===== src/inc/clk_gen_defs.vh =====
// Constants for the system clock divider and oscillator control block
//
// Behaviour
// - Reset loads CPU and peripheral divide with 02h
// - CPU clock ratio from three divide bits
// - Peripheral divide 01h gives sys_clk/2 peripheral
// - Peripheral divide 02h gives sys_clk/4 peripheral
// - Option byte selects one of three sources
// - Reset clears slow oscillator mode to 00h
// - Halt bit stops slow oscillator when permitted
// - Forbidden stop ignores halt, watchdog source fixed
// - Stop-release wait only for resonator after stop
// - Internal or external source: no stop wait
// - Wait select gives 2^10/12/15/17 periods
// - Wait select written by whole bytes only
// - Wait counts from oscillation start, not release
// - Power-on wait comes from option byte
// - Bit and byte writes accepted on three registers
`ifndef CLK_GEN_DEFS_VH
`define CLK_GEN_DEFS_VH

// ****************************************************************
// Register addresses
// ****************************************************************
`define SLOW_OSC_MODE_ADDR 16'hff58
`define PERIPH_DIV_ADDR 16'hfff3
`define STOP_WAIT_SEL_ADDR 16'hfff4
`define CPU_DIV_ADDR 16'hfffb

// ****************************************************************
// Field positions and reset values
// ****************************************************************
`define CPU_DIV_BIT_POS 1
`define PERIPH_DIV_LO_POS 0
`define PERIPH_DIV_HI_POS 1
`define SLOW_OSC_HALT_POS 0
`define WAIT_SEL_LO_POS 0
`define WAIT_SEL_HI_POS 1
`define CPU_DIV_RESET 8'h02
`define PERIPH_DIV_RESET 8'h02
`define SLOW_OSC_MODE_RESET 8'h00
`define STOP_WAIT_SEL_RESET 8'h00

// ****************************************************************
// Clock source codes from the option byte
// ****************************************************************
`define SRC_INTERNAL 2'h0
`define SRC_RESONATOR 2'h1
`define SRC_EXTERNAL 2'h2

// ****************************************************************
// Timing: waits in sys_clk periods, core cycles per sys_clk period
// ****************************************************************
`define CORE_PER_SYS_CLK 18'd1
`define WAIT_SEL0_PERIODS 18'd1024
`define WAIT_SEL1_PERIODS 18'd4096
`define WAIT_SEL2_PERIODS 18'd32768
`define WAIT_SEL3_PERIODS 18'd131072
`define WAIT_SEL0_CYC (`WAIT_SEL0_PERIODS * `CORE_PER_SYS_CLK)
`define WAIT_SEL1_CYC (`WAIT_SEL1_PERIODS * `CORE_PER_SYS_CLK)
`define WAIT_SEL2_CYC (`WAIT_SEL2_PERIODS * `CORE_PER_SYS_CLK)
`define WAIT_SEL3_CYC (`WAIT_SEL3_PERIODS * `CORE_PER_SYS_CLK)

`endif

===== src/design/clk_gen_ctrl.v =====
// System clock prescaler, slow oscillator stop and stop-release wait control
`timescale 1ns/1ns
`include "clk_gen_defs.vh"

module clk_gen_ctrl #(
   parameter [17:0] WAIT_SEL0_CYC = `WAIT_SEL0_CYC,
   parameter [17:0] WAIT_SEL1_CYC = `WAIT_SEL1_CYC,
   parameter [17:0] WAIT_SEL2_CYC = `WAIT_SEL2_CYC,
   parameter [17:0] WAIT_SEL3_CYC = `WAIT_SEL3_CYC
) (
   input wire core_clk_i,
   input wire nrst_i,
   input wire [15:0] addr_i,
   input wire wr_byte_i,
   input wire wr_bit_i,
   input wire [2:0] bit_sel_i,
   input wire bit_val_i,
   input wire [7:0] wdata_i,
   input wire rd_i,
   input wire [1:0] src_sel_i,
   input wire soft_stop_ok_i,
   input wire [1:0] por_wait_sel_i,
   input wire stop_req_i,
   input wire stop_release_i,
   input wire osc_started_i,
   output reg [7:0] rdata_o,
   output reg sys_osc_en_o,
   output reg clk_ready_o,
   output reg cpu_clk_en_o,
   output reg periph_clk_en_o,
   output reg slow_osc_run_o,
   output reg wdt_src_fixed_o,
   output reg [1:0] src_sel_o
);

   // ****************************************************************
   // Sequencer states
   // ****************************************************************
   localparam [4:0] ST_INIT = 5'h01;
   localparam [4:0] ST_START = 5'h02;
   localparam [4:0] ST_WAIT = 5'h04;
   localparam [4:0] ST_RUN = 5'h08;
   localparam [4:0] ST_STOP = 5'h10;

   // ****************************************************************
   // Functions
   // ****************************************************************
   // Byte or single-bit write onto a register; only live bits change
   function [7:0] reg_write;
      input [7:0] old;
      input [7:0] live;
      input byte_wr;
      input [2:0] sel;
      input val;
      input [7:0] data;
      reg [7:0] merged;
      begin
         merged = old;
         if (byte_wr) begin
            merged = data;
         end else begin
            merged[sel] = val;
         end
         reg_write = merged & live;
      end
   endfunction

   // Wait length for a two-bit select code
   function [17:0] wait_len;
      input [1:0] sel;
      begin
         case (sel)
            2'h0: wait_len = WAIT_SEL0_CYC;
            2'h1: wait_len = WAIT_SEL1_CYC;
            2'h2: wait_len = WAIT_SEL2_CYC;
            default: wait_len = WAIT_SEL3_CYC;
         endcase
      end
   endfunction

   // Mask of low divider bits that must all be one for one enable per ratio
   function [3:0] ratio_mask;
      input [2:0] log2_ratio;
      begin
         case (log2_ratio)
            3'd0: ratio_mask = 4'h0;
            3'd1: ratio_mask = 4'h1;
            3'd2: ratio_mask = 4'h3;
            3'd3: ratio_mask = 4'h7;
            default: ratio_mask = 4'hf;
         endcase
      end
   endfunction

   // ****************************************************************
   // Registers
   // ****************************************************************
   reg [7:0] cpu_divide_ctrl_q;
   reg [7:0] periph_divide_ctrl_q;
   reg [7:0] slow_osc_mode_q;
   reg [7:0] stop_wake_wait_sel_q;
   reg [4:0] state_q;
   reg [4:0] state_d;
   reg [17:0] wait_cnt_q;
   reg [17:0] wait_cnt_d;
   reg [3:0] div_cnt_q;
   reg [2:0] cpu_log2_q;
   reg [2:0] cpu_log2_d;
   reg [2:0] per_log2_q;
   reg [2:0] per_log2_d;
   reg [1:0] src_q;
   reg [1:0] por_sel_q;
   reg soft_stop_ok_q;
   reg straps_taken_q;

   wire cpu_div_bit;
   wire periph_div_hi;
   wire periph_div_lo;
   wire slow_osc_halt;
   wire [1:0] wait_sel;
   wire [3:0] cpu_mask;
   wire [3:0] per_mask;
   wire running;

   assign cpu_div_bit = cpu_divide_ctrl_q[`CPU_DIV_BIT_POS];
   assign periph_div_hi = periph_divide_ctrl_q[`PERIPH_DIV_HI_POS];
   assign periph_div_lo = periph_divide_ctrl_q[`PERIPH_DIV_LO_POS];
   assign slow_osc_halt = slow_osc_mode_q[`SLOW_OSC_HALT_POS];
   assign wait_sel = {stop_wake_wait_sel_q[`WAIT_SEL_HI_POS],
                      stop_wake_wait_sel_q[`WAIT_SEL_LO_POS]};
   assign cpu_mask = ratio_mask(cpu_log2_q);
   assign per_mask = ratio_mask(per_log2_q);
   assign running = (state_q == ST_RUN);

   // ****************************************************************
   // Option byte capture
   // ****************************************************************
   // Straps are sampled on the first edge after reset release, never by reset
   always @(posedge core_clk_i or negedge nrst_i) begin
      if (!nrst_i) begin
         src_q <= `SRC_INTERNAL;
         por_sel_q <= 2'h0;
         soft_stop_ok_q <= 1'b0;
         straps_taken_q <= 1'b0;
      end else if (!straps_taken_q) begin
         src_q <= src_sel_i;
         por_sel_q <= por_wait_sel_i;
         soft_stop_ok_q <= soft_stop_ok_i;
         straps_taken_q <= 1'b1;
      end
   end

   // ****************************************************************
   // Register writes
   // ****************************************************************
   always @(posedge core_clk_i or negedge nrst_i) begin
      if (!nrst_i) begin
         cpu_divide_ctrl_q <= `CPU_DIV_RESET;
         periph_divide_ctrl_q <= `PERIPH_DIV_RESET;
         slow_osc_mode_q <= `SLOW_OSC_MODE_RESET;
         // Content is meaningless until software writes it
         stop_wake_wait_sel_q <= `STOP_WAIT_SEL_RESET;
      end else if (wr_byte_i || wr_bit_i) begin
         if (addr_i == `CPU_DIV_ADDR) begin
            cpu_divide_ctrl_q <= reg_write(cpu_divide_ctrl_q, 8'h02, wr_byte_i,
                                           bit_sel_i, bit_val_i, wdata_i);
         end else if (addr_i == `PERIPH_DIV_ADDR) begin
            periph_divide_ctrl_q <= reg_write(periph_divide_ctrl_q, 8'h03, wr_byte_i,
                                              bit_sel_i, bit_val_i, wdata_i);
         end else if (addr_i == `SLOW_OSC_MODE_ADDR) begin
            slow_osc_mode_q <= reg_write(slow_osc_mode_q, 8'h01, wr_byte_i,
                                         bit_sel_i, bit_val_i, wdata_i);
         end else if (addr_i == `STOP_WAIT_SEL_ADDR && wr_byte_i) begin
            // Single-bit writes here are dropped
            stop_wake_wait_sel_q <= wdata_i & 8'h03;
         end
      end
   end

   // ****************************************************************
   // Register reads
   // ****************************************************************
   // Read data is registered and holds until the next read
   always @(posedge core_clk_i or negedge nrst_i) begin
      if (!nrst_i) begin
         rdata_o <= 8'h00;
      end else if (rd_i) begin
         if (addr_i == `CPU_DIV_ADDR) begin
            rdata_o <= cpu_divide_ctrl_q;
         end else if (addr_i == `PERIPH_DIV_ADDR) begin
            rdata_o <= periph_divide_ctrl_q;
         end else if (addr_i == `SLOW_OSC_MODE_ADDR) begin
            rdata_o <= slow_osc_mode_q;
         end else if (addr_i == `STOP_WAIT_SEL_ADDR) begin
            rdata_o <= stop_wake_wait_sel_q;
         end else begin
            rdata_o <= 8'h00;
         end
      end
   end

   // ****************************************************************
   // Division ratio decode
   // ****************************************************************
   // A prohibited setting keeps the last legal ratio so the clock never glitches
   always @* begin
      cpu_log2_d = cpu_log2_q;
      per_log2_d = per_log2_q;
      case ({periph_div_hi, periph_div_lo, cpu_div_bit})
         3'b000: cpu_log2_d = 3'd0;
         3'b010: cpu_log2_d = 3'd1;
         3'b001: cpu_log2_d = 3'd2;
         3'b100: cpu_log2_d = 3'd2;
         3'b011: cpu_log2_d = 3'd3;
         3'b101: cpu_log2_d = 3'd4;
         default: cpu_log2_d = cpu_log2_q;
      endcase
      case ({periph_div_hi, periph_div_lo})
         2'b00: per_log2_d = 3'd0;
         2'b01: per_log2_d = 3'd1;
         2'b10: per_log2_d = 3'd2;
         default: per_log2_d = per_log2_q;
      endcase
   end

   always @(posedge core_clk_i or negedge nrst_i) begin
      if (!nrst_i) begin
         cpu_log2_q <= 3'd2;
         per_log2_q <= 3'd2;
      end else begin
         cpu_log2_q <= cpu_log2_d;
         per_log2_q <= per_log2_d;
      end
   end

   // ****************************************************************
   // Prescaler
   // ****************************************************************
   // Divided clocks are issued as one-cycle enables of the system clock
   // Counter restarts at zero on entry to run so the first enables align
   always @(posedge core_clk_i or negedge nrst_i) begin
      if (!nrst_i) begin
         div_cnt_q <= 4'h0;
         cpu_clk_en_o <= 1'b0;
         periph_clk_en_o <= 1'b0;
      end else if (running) begin
         div_cnt_q <= div_cnt_q + 4'h1;
         cpu_clk_en_o <= ((div_cnt_q & cpu_mask) == cpu_mask);
         periph_clk_en_o <= ((div_cnt_q & per_mask) == per_mask);
      end else begin
         div_cnt_q <= 4'h0;
         cpu_clk_en_o <= 1'b0;
         periph_clk_en_o <= 1'b0;
      end
   end

   // ****************************************************************
   // Start, stop and stabilization sequencer
   // ****************************************************************
   always @* begin
      state_d = state_q;
      wait_cnt_d = wait_cnt_q;
      case (state_q)
         ST_INIT: begin
            if (straps_taken_q) begin
               state_d = ST_START;
            end
         end
         ST_START: begin
            // Counting begins only once oscillation is seen
            if (osc_started_i) begin
               if (src_q == `SRC_RESONATOR) begin
                  state_d = ST_WAIT;
                  // A zero count marks power-on; a stop-release preload is never
                  // zero while every wait length is above one cycle
                  if (straps_taken_q && wait_cnt_q == 18'h0) begin
                     wait_cnt_d = wait_len(por_sel_q) - 18'h1;
                  end
               end else begin
                  state_d = ST_RUN;
               end
            end
         end
         ST_WAIT: begin
            if (wait_cnt_q == 18'h0) begin
               state_d = ST_RUN;
            end else begin
               wait_cnt_d = wait_cnt_q - 18'h1;
            end
         end
         ST_RUN: begin
            if (stop_req_i) begin
               state_d = ST_STOP;
            end
         end
         ST_STOP: begin
            if (stop_release_i) begin
               state_d = ST_START;
               // Preloaded here so the start state knows it came from stop
               wait_cnt_d = wait_len(wait_sel) - 18'h1;
            end
         end
         default: begin
            state_d = ST_INIT;
         end
      endcase
   end

   always @(posedge core_clk_i or negedge nrst_i) begin
      if (!nrst_i) begin
         state_q <= ST_INIT;
         wait_cnt_q <= 18'h0;
      end else begin
         state_q <= state_d;
         if (state_q == ST_START && osc_started_i && src_q != `SRC_RESONATOR) begin
            wait_cnt_q <= 18'h0;
         end else begin
            wait_cnt_q <= wait_cnt_d;
         end
      end
   end

   // ****************************************************************
   // Status and oscillator outputs
   // ****************************************************************
   always @(posedge core_clk_i or negedge nrst_i) begin
      if (!nrst_i) begin
         sys_osc_en_o <= 1'b0;
         clk_ready_o <= 1'b0;
         slow_osc_run_o <= 1'b1;
         wdt_src_fixed_o <= 1'b1;
         src_sel_o <= `SRC_INTERNAL;
      end else begin
         sys_osc_en_o <= (state_d != ST_STOP) && (state_d != ST_INIT);
         clk_ready_o <= (state_d == ST_RUN);
         // Oscillator may only be halted when the option byte allows it
         slow_osc_run_o <= !(soft_stop_ok_q && slow_osc_halt);
         wdt_src_fixed_o <= !soft_stop_ok_q;
         src_sel_o <= src_q;
      end
   end

endmodule


===== config.mk =====
export PLATFORM = sky130hd
export DESIGN_NAME = clk_gen_ctrl
export DESIGN_NICKNAME = d
export VERILOG_FILES = /design/src/design/clk_gen_ctrl.v
export VERILOG_INCLUDE_DIRS = /design/src /design/src/inc
export SDC_FILE = /design/constraint.sdc
export NUM_CORES = 1
export LEC_CHECK = 0
export BUFFER_PORTS_ARGS = -buffer_cell sky130_fd_sc_hd__buf_4
export CORE_ASPECT_RATIO = 1.5
export CORE_MARGIN = 3
export CORE_UTILIZATION = 60
export DETAILED_ROUTE_END_ITERATION = 7
export GPL_TIMING_DRIVEN = 1
export PLACE_DENSITY = 0.85
export SLEW_MARGIN = 20
export SYNTH_ARGS = -nofsm -noshare
export SYNTH_HDL_FRONTEND = slang
export SYNTH_SLANG_ARGS = --single-unit
export TNS_END_PERCENT = 100

===== constraint.sdc =====
create_clock -name core_clk_i -period 6.6 [get_ports core_clk_i]
set_clock_uncertainty 0.1 [all_clocks]
set_input_delay 0.33 -clock core_clk_i [delete_from_list [all_inputs] [get_ports core_clk_i]]
set_output_delay 0.33 -clock core_clk_i [all_outputs]
set_load 0.1 [all_outputs]

==> results.md, run 1 <==
* Outcome: complete, no violations
* Setup TNS at 0 ps
* Core Box Area at 4926 um2
* CP delay by family, top: simple AND/OR/NAND/NOR gates
* Final non-filler cell total at 429
* Hold endpoint: rdata_o[1]
* Sequential area share after synthesis at 42.65%
* Row cnt at 31
* DIE AREA at 6138 um2
* Layout area overhead at 12.71%
* FF+latch area at 1335 um2
* Post-cts sizing count at 0
* Routed Antenna Nets at 0
* Worst Hold Depth at 2
* Commonest non-fill, non-tap cell in the layout: dfrtp_1
* Synth Area per Inst at 9.603 um2
* Diode count at 0
* HP Start: rd_i
* VDD IR-drop max at 0.2279 mV
* Initial Util at 63.55%
* Crit-path slowest cell: nor4b_2
* Distinct cells, synth at 70
* Final Max Tran Viols at 0
* Layout Nets at 405
* Worst reg-to-reg setup slack at 3740 ps
* Top FF cell, synth: dfrtp_1
* Total wire length at 7.021 mm
* Reg2Reg Depth at 6
* Drt first-iter violations at 188
* First-pass iteration count of the detailed router at 4
* First-pass GRT wire length at 11.83 mm
* Setup Buffers After CTS at 0
* Final std cell area, no fill at 3528 um2
* Synthesized flop and latch total at 53
* # IOs at 57
* Hold WS at 107.2 ps
* FFs w/ async S/R, synth at 100.0%
* Clock Path Buffers at 2
* Worst EP arrival at 2960 ps
* Crit path buf inv count at 0
* Number of global-route vias before repair at 2,628
* Later-pin clock latency in the skew report at 300 ps
* Clock transition at path regs at 90 ps
* Critical path cell sequence: or3_4, nor4b_2, a31oi_1, nand3_2, o21ai_0, a21o_1
* Synthesized cell area at 3131 um2
* Die H at 94.47 um
* Syn. warnings at 0
* End of the worst register-to-register path: wait_cnt_q[11]
* Max stage delay on crit path at 910 ps
* Final period utilization at 43.26%
* CTS tree: built
* Hold crit path type: input pin to register
* WL per Instance at 16.37 um
* Hold Fails Final Rpt at 0
* Die W at 64.98 um
* Crit path launch type: register
* Footprint of the multi-input gates at 1622 um2
* Vias post-DR at 2,654
* Area after DPL at 3411 um2
* Fmax at 350.2 MHz
* Final setup fails at 0
* Worst slew margin at 29.83%
* DRC errors left at 0
* Root buffer cell: clkbuf_8
* GRT Util Overall at 24.48%
* Initial antenna violation count at 0
* TritonCTS Buffers at 5
* Fraction of layout cells with a size suffix above 1 at 23.97%
* Tmin final at 2855 ps
* Sinks on Clock Net at 53
* IO Port Bufs at 44
* Critical path type: register to register
* Hold Buf Count CTS at 1
* EDFF count, synth at 0
* Synth Instances at 326
* Most frequent cells in the layout: 46 x dfrtp_1, 45 x buf_4, 33 x nand2_1
* Worst slew pin tran at 1050 ps
* Largest net degree at the start of global routing at 54
* Vias per inst at 6.186
* Pleak at 1.480 nW
* Placer's final routability congestion estimate at 0.8887
* CP Max Fanout at 11
* Detail Placement HPWL at 5.194 mm
* Nature of the critical path endpoint: register
* Dpl cells at 420
* CTS H-tree lvls at 2
* Pwr per Cell Area at 291.7 nW/um2
* CP Data Required Time at 6700 ps
* RSZ-0062 raised after global routing: no
* Worst r2r src: state_q[3]
* Fillers at 398
* Total Power at 0.001029 W
* Total gr overflow at 0
* MaxCap Viol Count at 0
==> worst max-delay path by stage <==
stage          cells after the start  startpoint  slack [ps]             end
5_1_grt                            6  state_q[3]        3550  wait_cnt_q[11]
2_1_floorplan                     12  state_q[4]        3970   wait_cnt_q[4]
3_5_place_dp                       6  state_q[3]        3750  wait_cnt_q[11]
6_report                           6  state_q[3]        3740  wait_cnt_q[11]
3_3_place_gp                       6  state_q[3]        3720  wait_cnt_q[11]
4_1_cts                            6  state_q[3]        3730  wait_cnt_q[11]
==> power breakdown <==
group          switching, W  internal (W)  total (W)
Clock              0.000103      0.000113   0.000216
Sequential        0.0000978      0.000393   0.000491
Combinational      0.000196      0.000127   0.000323
Total              0.000397      0.000633    0.00103
==> synth_stat cells, drive strengths merged, types with 3 or more instances <==
master	instances	area (um2)
and3b	3	26.28
o21ai	12	60.06
a21oi	14	70.07
nor3	9	71.32
inv	9	33.78
a31oi	5	31.28
o2bb2ai	6	52.55
a21boi	4	30.03
o41ai	5	43.79
dfrtp	46	1151
o211ai	5	37.54
nand4	3	18.77
o311ai	4	42.55
nand2b	7	43.79
or2	3	18.77
a21o	3	23.77
xor2	3	26.28
a211oi	9	72.57
nand3	9	50.05
nor2	34	132.6
mux2	10	112.6
nor4	8	50.05
nand2	33	123.9
nor4b	5	56.31
xnor2	5	43.79
or4	4	30.03
dfstp	7	183.9
buf	20	150.1
nor2b	3	18.77
a311oi	3	26.28
==> flip-flops by register name (all words and copies together) (netlist names) <==
name                  flops
periph_clk_en_o           1
state_q                   5
slow_osc_run_o            1
cpu_divide_ctrl_q         1
wait_cnt_q               18
por_sel_q                 2
slow_osc_mode_q           1
rdata_o                   2
src_q                     2
wdt_src_fixed_o           1
cpu_clk_en_o              1
cpu_log2_q                3
straps_taken_q            1
clk_ready_o               1
sys_osc_en_o              1
div_cnt_q                 4
per_log2_q                1
periph_divide_ctrl_q      2
src_sel_o                 2
stop_wake_wait_sel_q      2
soft_stop_ok_q            1
==> through the flow <==
stage / utilization [%] / worst slack [ps]
after floorplan: - / 3966
after global placement: 69.24 / 3722
after detailed placement: 69.24 / 3747
after CTS: 71.63 / 3732
after global routing: 71.63 / 3553
final: 71.63 / 3745
==> logic make-up (layout without fill, tap and decap cells) <==
group	after synthesis	in the layout	synth area share, %
adders and majority gates	2	2	0.7992
and+or+nand+nor	133	133	23.58
other	2	7	0.2399
DFF	53	53	42.65
xor gates and xnor gates	8	8	2.238
muxes	12	12	4.237
AOI/OAI and AO/OA	85	85	20.11
buffers and inverters	31	63	6.155
==> area by class of cell <==
class                           count  share of cell area (%)
Sequential cell                    53                   37.84
Multi-Input combinational cell    247                   45.96
Inverter                            9                  0.9574
Clock buffer                        6                   2.057
Timing Repair Buffer               46                   9.858
Clock inverter                      2                  0.9929
Tap cell                           66                   2.340
==> routing by layer <==
layer  wire [um]  GRT usage (%)  part of all wire (%)
met5           0              0                     0
met4         163          8.995                   2.3
met3         343          3.929                   4.9
met2        3887          47.14                    55
met1        2627          26.24                    37
(Power assumes the default switching activity.)
==> run 2: changes to the inputs <==
- CORE_UTILIZATION: 60 -> 50
- PLACE_DENSITY: 0.85 -> 0.76
- clock period: 6.6 -> 2.6 ns (I/O delays scaled with it)
==> results.md, run 2 (synthesis gave the netlist of run 1 again) <==
* Setup Buffers After CTS at 0 (unchanged)
* VDD IR-drop max at 0.4509 mV (was 0.2279 mV)
* Worst slew margin at 56.14% (was 29.83%)
* Tmin final at 2457 ps (was 2855 ps)
* Vias post-DR at 2,772 (was 2,654)
* Die H at 102.9 um (was 94.47 um)
* Total gr overflow at 0 (unchanged)
* Number of global-route vias before repair at 2,899 (was 2,628)
* Die W at 70.61 um (was 64.98 um)
* Vias per inst at 6.092 (was 6.186)
* CTS tree: built (unchanged)
* Diode count at 0 (unchanged)
* Later-pin clock latency in the skew report at 310 ps (was 300 ps)
* Placer's final routability congestion estimate at 0.8690 (was 0.8887)
* Routed Antenna Nets at 0 (unchanged)
* IO Port Bufs at 44 (unchanged)
* Reg with most FFs: wait_cnt_q (unchanged)
* Pwr per Cell Area at 727.2 nW/um2 (was 291.7 nW/um2)
* TritonCTS Buffers at 5 (unchanged)
* CP Data Required Time at 2710 ps (was 6700 ps)
* Clock transition at path regs at 90 ps (about the same)
* First-pass GRT wire length at 12.79 mm (was 11.83 mm)
* Clock Path Buffers at 2 (unchanged)
* Critical path type: register to register (unchanged)
* Initial antenna violation count at 0 (unchanged)
* Pleak at 1.573 nW (was 1.480 nW)
* DRC errors left at 0 (unchanged)
* Crit path launch type: register (unchanged)
* Final Max Tran Viols at 0 (unchanged)
* Root buffer cell: clkbuf_8 (unchanged)
* Detail Placement HPWL at 5.400 mm (was 5.194 mm)
* Final setup fails at 0 (unchanged)
* Final period utilization at 94.49% (was 43.26%)
* Nature of the critical path endpoint: register (unchanged)
* WL per Instance at 16.10 um (was 16.37 um)
* First-pass iteration count of the detailed router at 4 (unchanged)
* Leading registers by flop count: wait_cnt_q x18, state_q x5, div_cnt_q x4 (unchanged)
* # IOs at 57 (unchanged)
* Drt first-iter violations at 208 (was 188)
* Setup TNS at 0 ps (unchanged)
* MaxCap Viol Count at 0 (unchanged)
* Most frequent cells in the layout: 54 x buf_4, 46 x dfrtp_1, 33 x nand2_1 (was 46 x dfrtp_1, 45 x buf_4, 33 x nand2_1)
* Fraction of layout cells with a size suffix above 1 at 25.85% (was 23.97%)
* Outcome: complete, no violations (unchanged)
* Row cnt at 34 (was 31)
* Core Box Area at 5913 um2 (was 4926 um2)
* Layout area overhead at 19.14% (was 12.71%)
* Total wire length at 7.324 mm (was 7.021 mm)
* Commonest non-fill, non-tap cell in the layout: buf_4 (was dfrtp_1)
* Hold crit path type: input pin to register (unchanged)
* Worst slew pin tran at 657.9 ps (was 1050 ps)
* CP Max Fanout at 8 (was 11)
* Max reg flops at 18 (unchanged)
* Worst EP arrival at 2570 ps (was 2960 ps)
* Layout Nets at 425 (was 405)
* Fmax at 407.0 MHz (was 350.2 MHz)
* Hold Fails Final Rpt at 0 (unchanged)
* Sinks on Clock Net at 53 (unchanged)
* Initial Util at 52.94% (was 63.55%)
* RSZ-0062 raised after global routing: no (unchanged)
* Largest net degree at the start of global routing at 54 (unchanged)
* GRT Util Overall at 21.82% (was 24.48%)
* CTS H-tree lvls at 2 (unchanged)
* Total Power at 0.002712 W (was 0.001029 W)
* DIE AREA at 7266 um2 (was 6138 um2)
## run 2: path summary, 6_finish.rpt
kind | cells after the start | slack, ps | to | startpoint
max | 6 | 140 | wait_cnt_q[0] | wait_cnt_q[7]
min | 4 | 50 | cpu_divide_ctrl_q[1] | bit_sel_i[2]
max reg2reg | 6 | 140 | wait_cnt_q[0] | wait_cnt_q[7]
min reg2reg | 1 | 310 | wdt_src_fixed_o | soft_stop_ok_q
max in group asynchronous | 2 | 1680 | div_cnt_q[2] | nrst_i
min in group asynchronous | 2 | 270 | wait_cnt_q[2] | nrst_i
## run 2: repair_timing
| action | 4_1_cts | 5_1_grt |
|---|---|---|
| gates resized for setup | 0 | 2 |
| endpoints found under the hold margin | 59 | 0 |
| setup endpoints to repair | 0 | 2 |
| hold buffers | 12 | 0 |
## run 2: area by class of cell
cell class | count | area [um2]
Fill cell | 513 | 2183
Clock inverter | 2 | 37.54
Timing Repair Buffer | 66 | 525.5
Multi-Input combinational cell | 247 | 1625
Tap cell | 72 | 90.09
Sequential cell | 53 | 1335
Inverter | 9 | 33.78
Clock buffer | 6 | 82.58
## run 2: through the flow
| step | worst slack, ps | utilization, % | instances | cell area, um2 | hold WS, ps |
|---|---|---|---|---|---|
| detailed placement | 132.3 | 58.95 | 435 | 3486 | 108.5 |
| global placement | 262.0 | 58.95 | 435 | 3486 | 106.8 |
| finish | 143.1 | 63.08 | 455 | 3730 | 48.22 |
| CTS | 111.9 | 63.01 | 455 | 3726 | 52.74 |
| floorplan | 2.867 | - | 331 | 3152 | -265.6 |
| global route | 14.06 | 63.08 | 455 | 3730 | 107.8 |
## run 2: routing by layer
metal | track usage (%) | up-vias | wire length [um] | share of wire, %
li1 | - | 1308 | - | -
met1 | 22.71 | 1375 | 2749 | 38
met2 | 42.86 | 73 | 4095 | 56
met3 | 3.122 | 16 | 277 | 3.8
met4 | 9.841 | 0 | 201 | 2.7
met5 | 0 | - | 0 | 0
## run 2: critical path: stages, from the launching register on
cell     delay [ps]
dfrtp_1         450
nor4_1          450
nand4_1         240
o21ai_1         330
nand2_1         250
a21o_2          340
a21o_1          190
## run 2: report_power, final
group | leakage, nW | switching, W | internal [W]
logic | 0.881 | 0.000520 | 0.000362
clock network | 0.0574 | 0.000284 | 0.000313
registers | 0.635 | 0.000235 | 0.000998
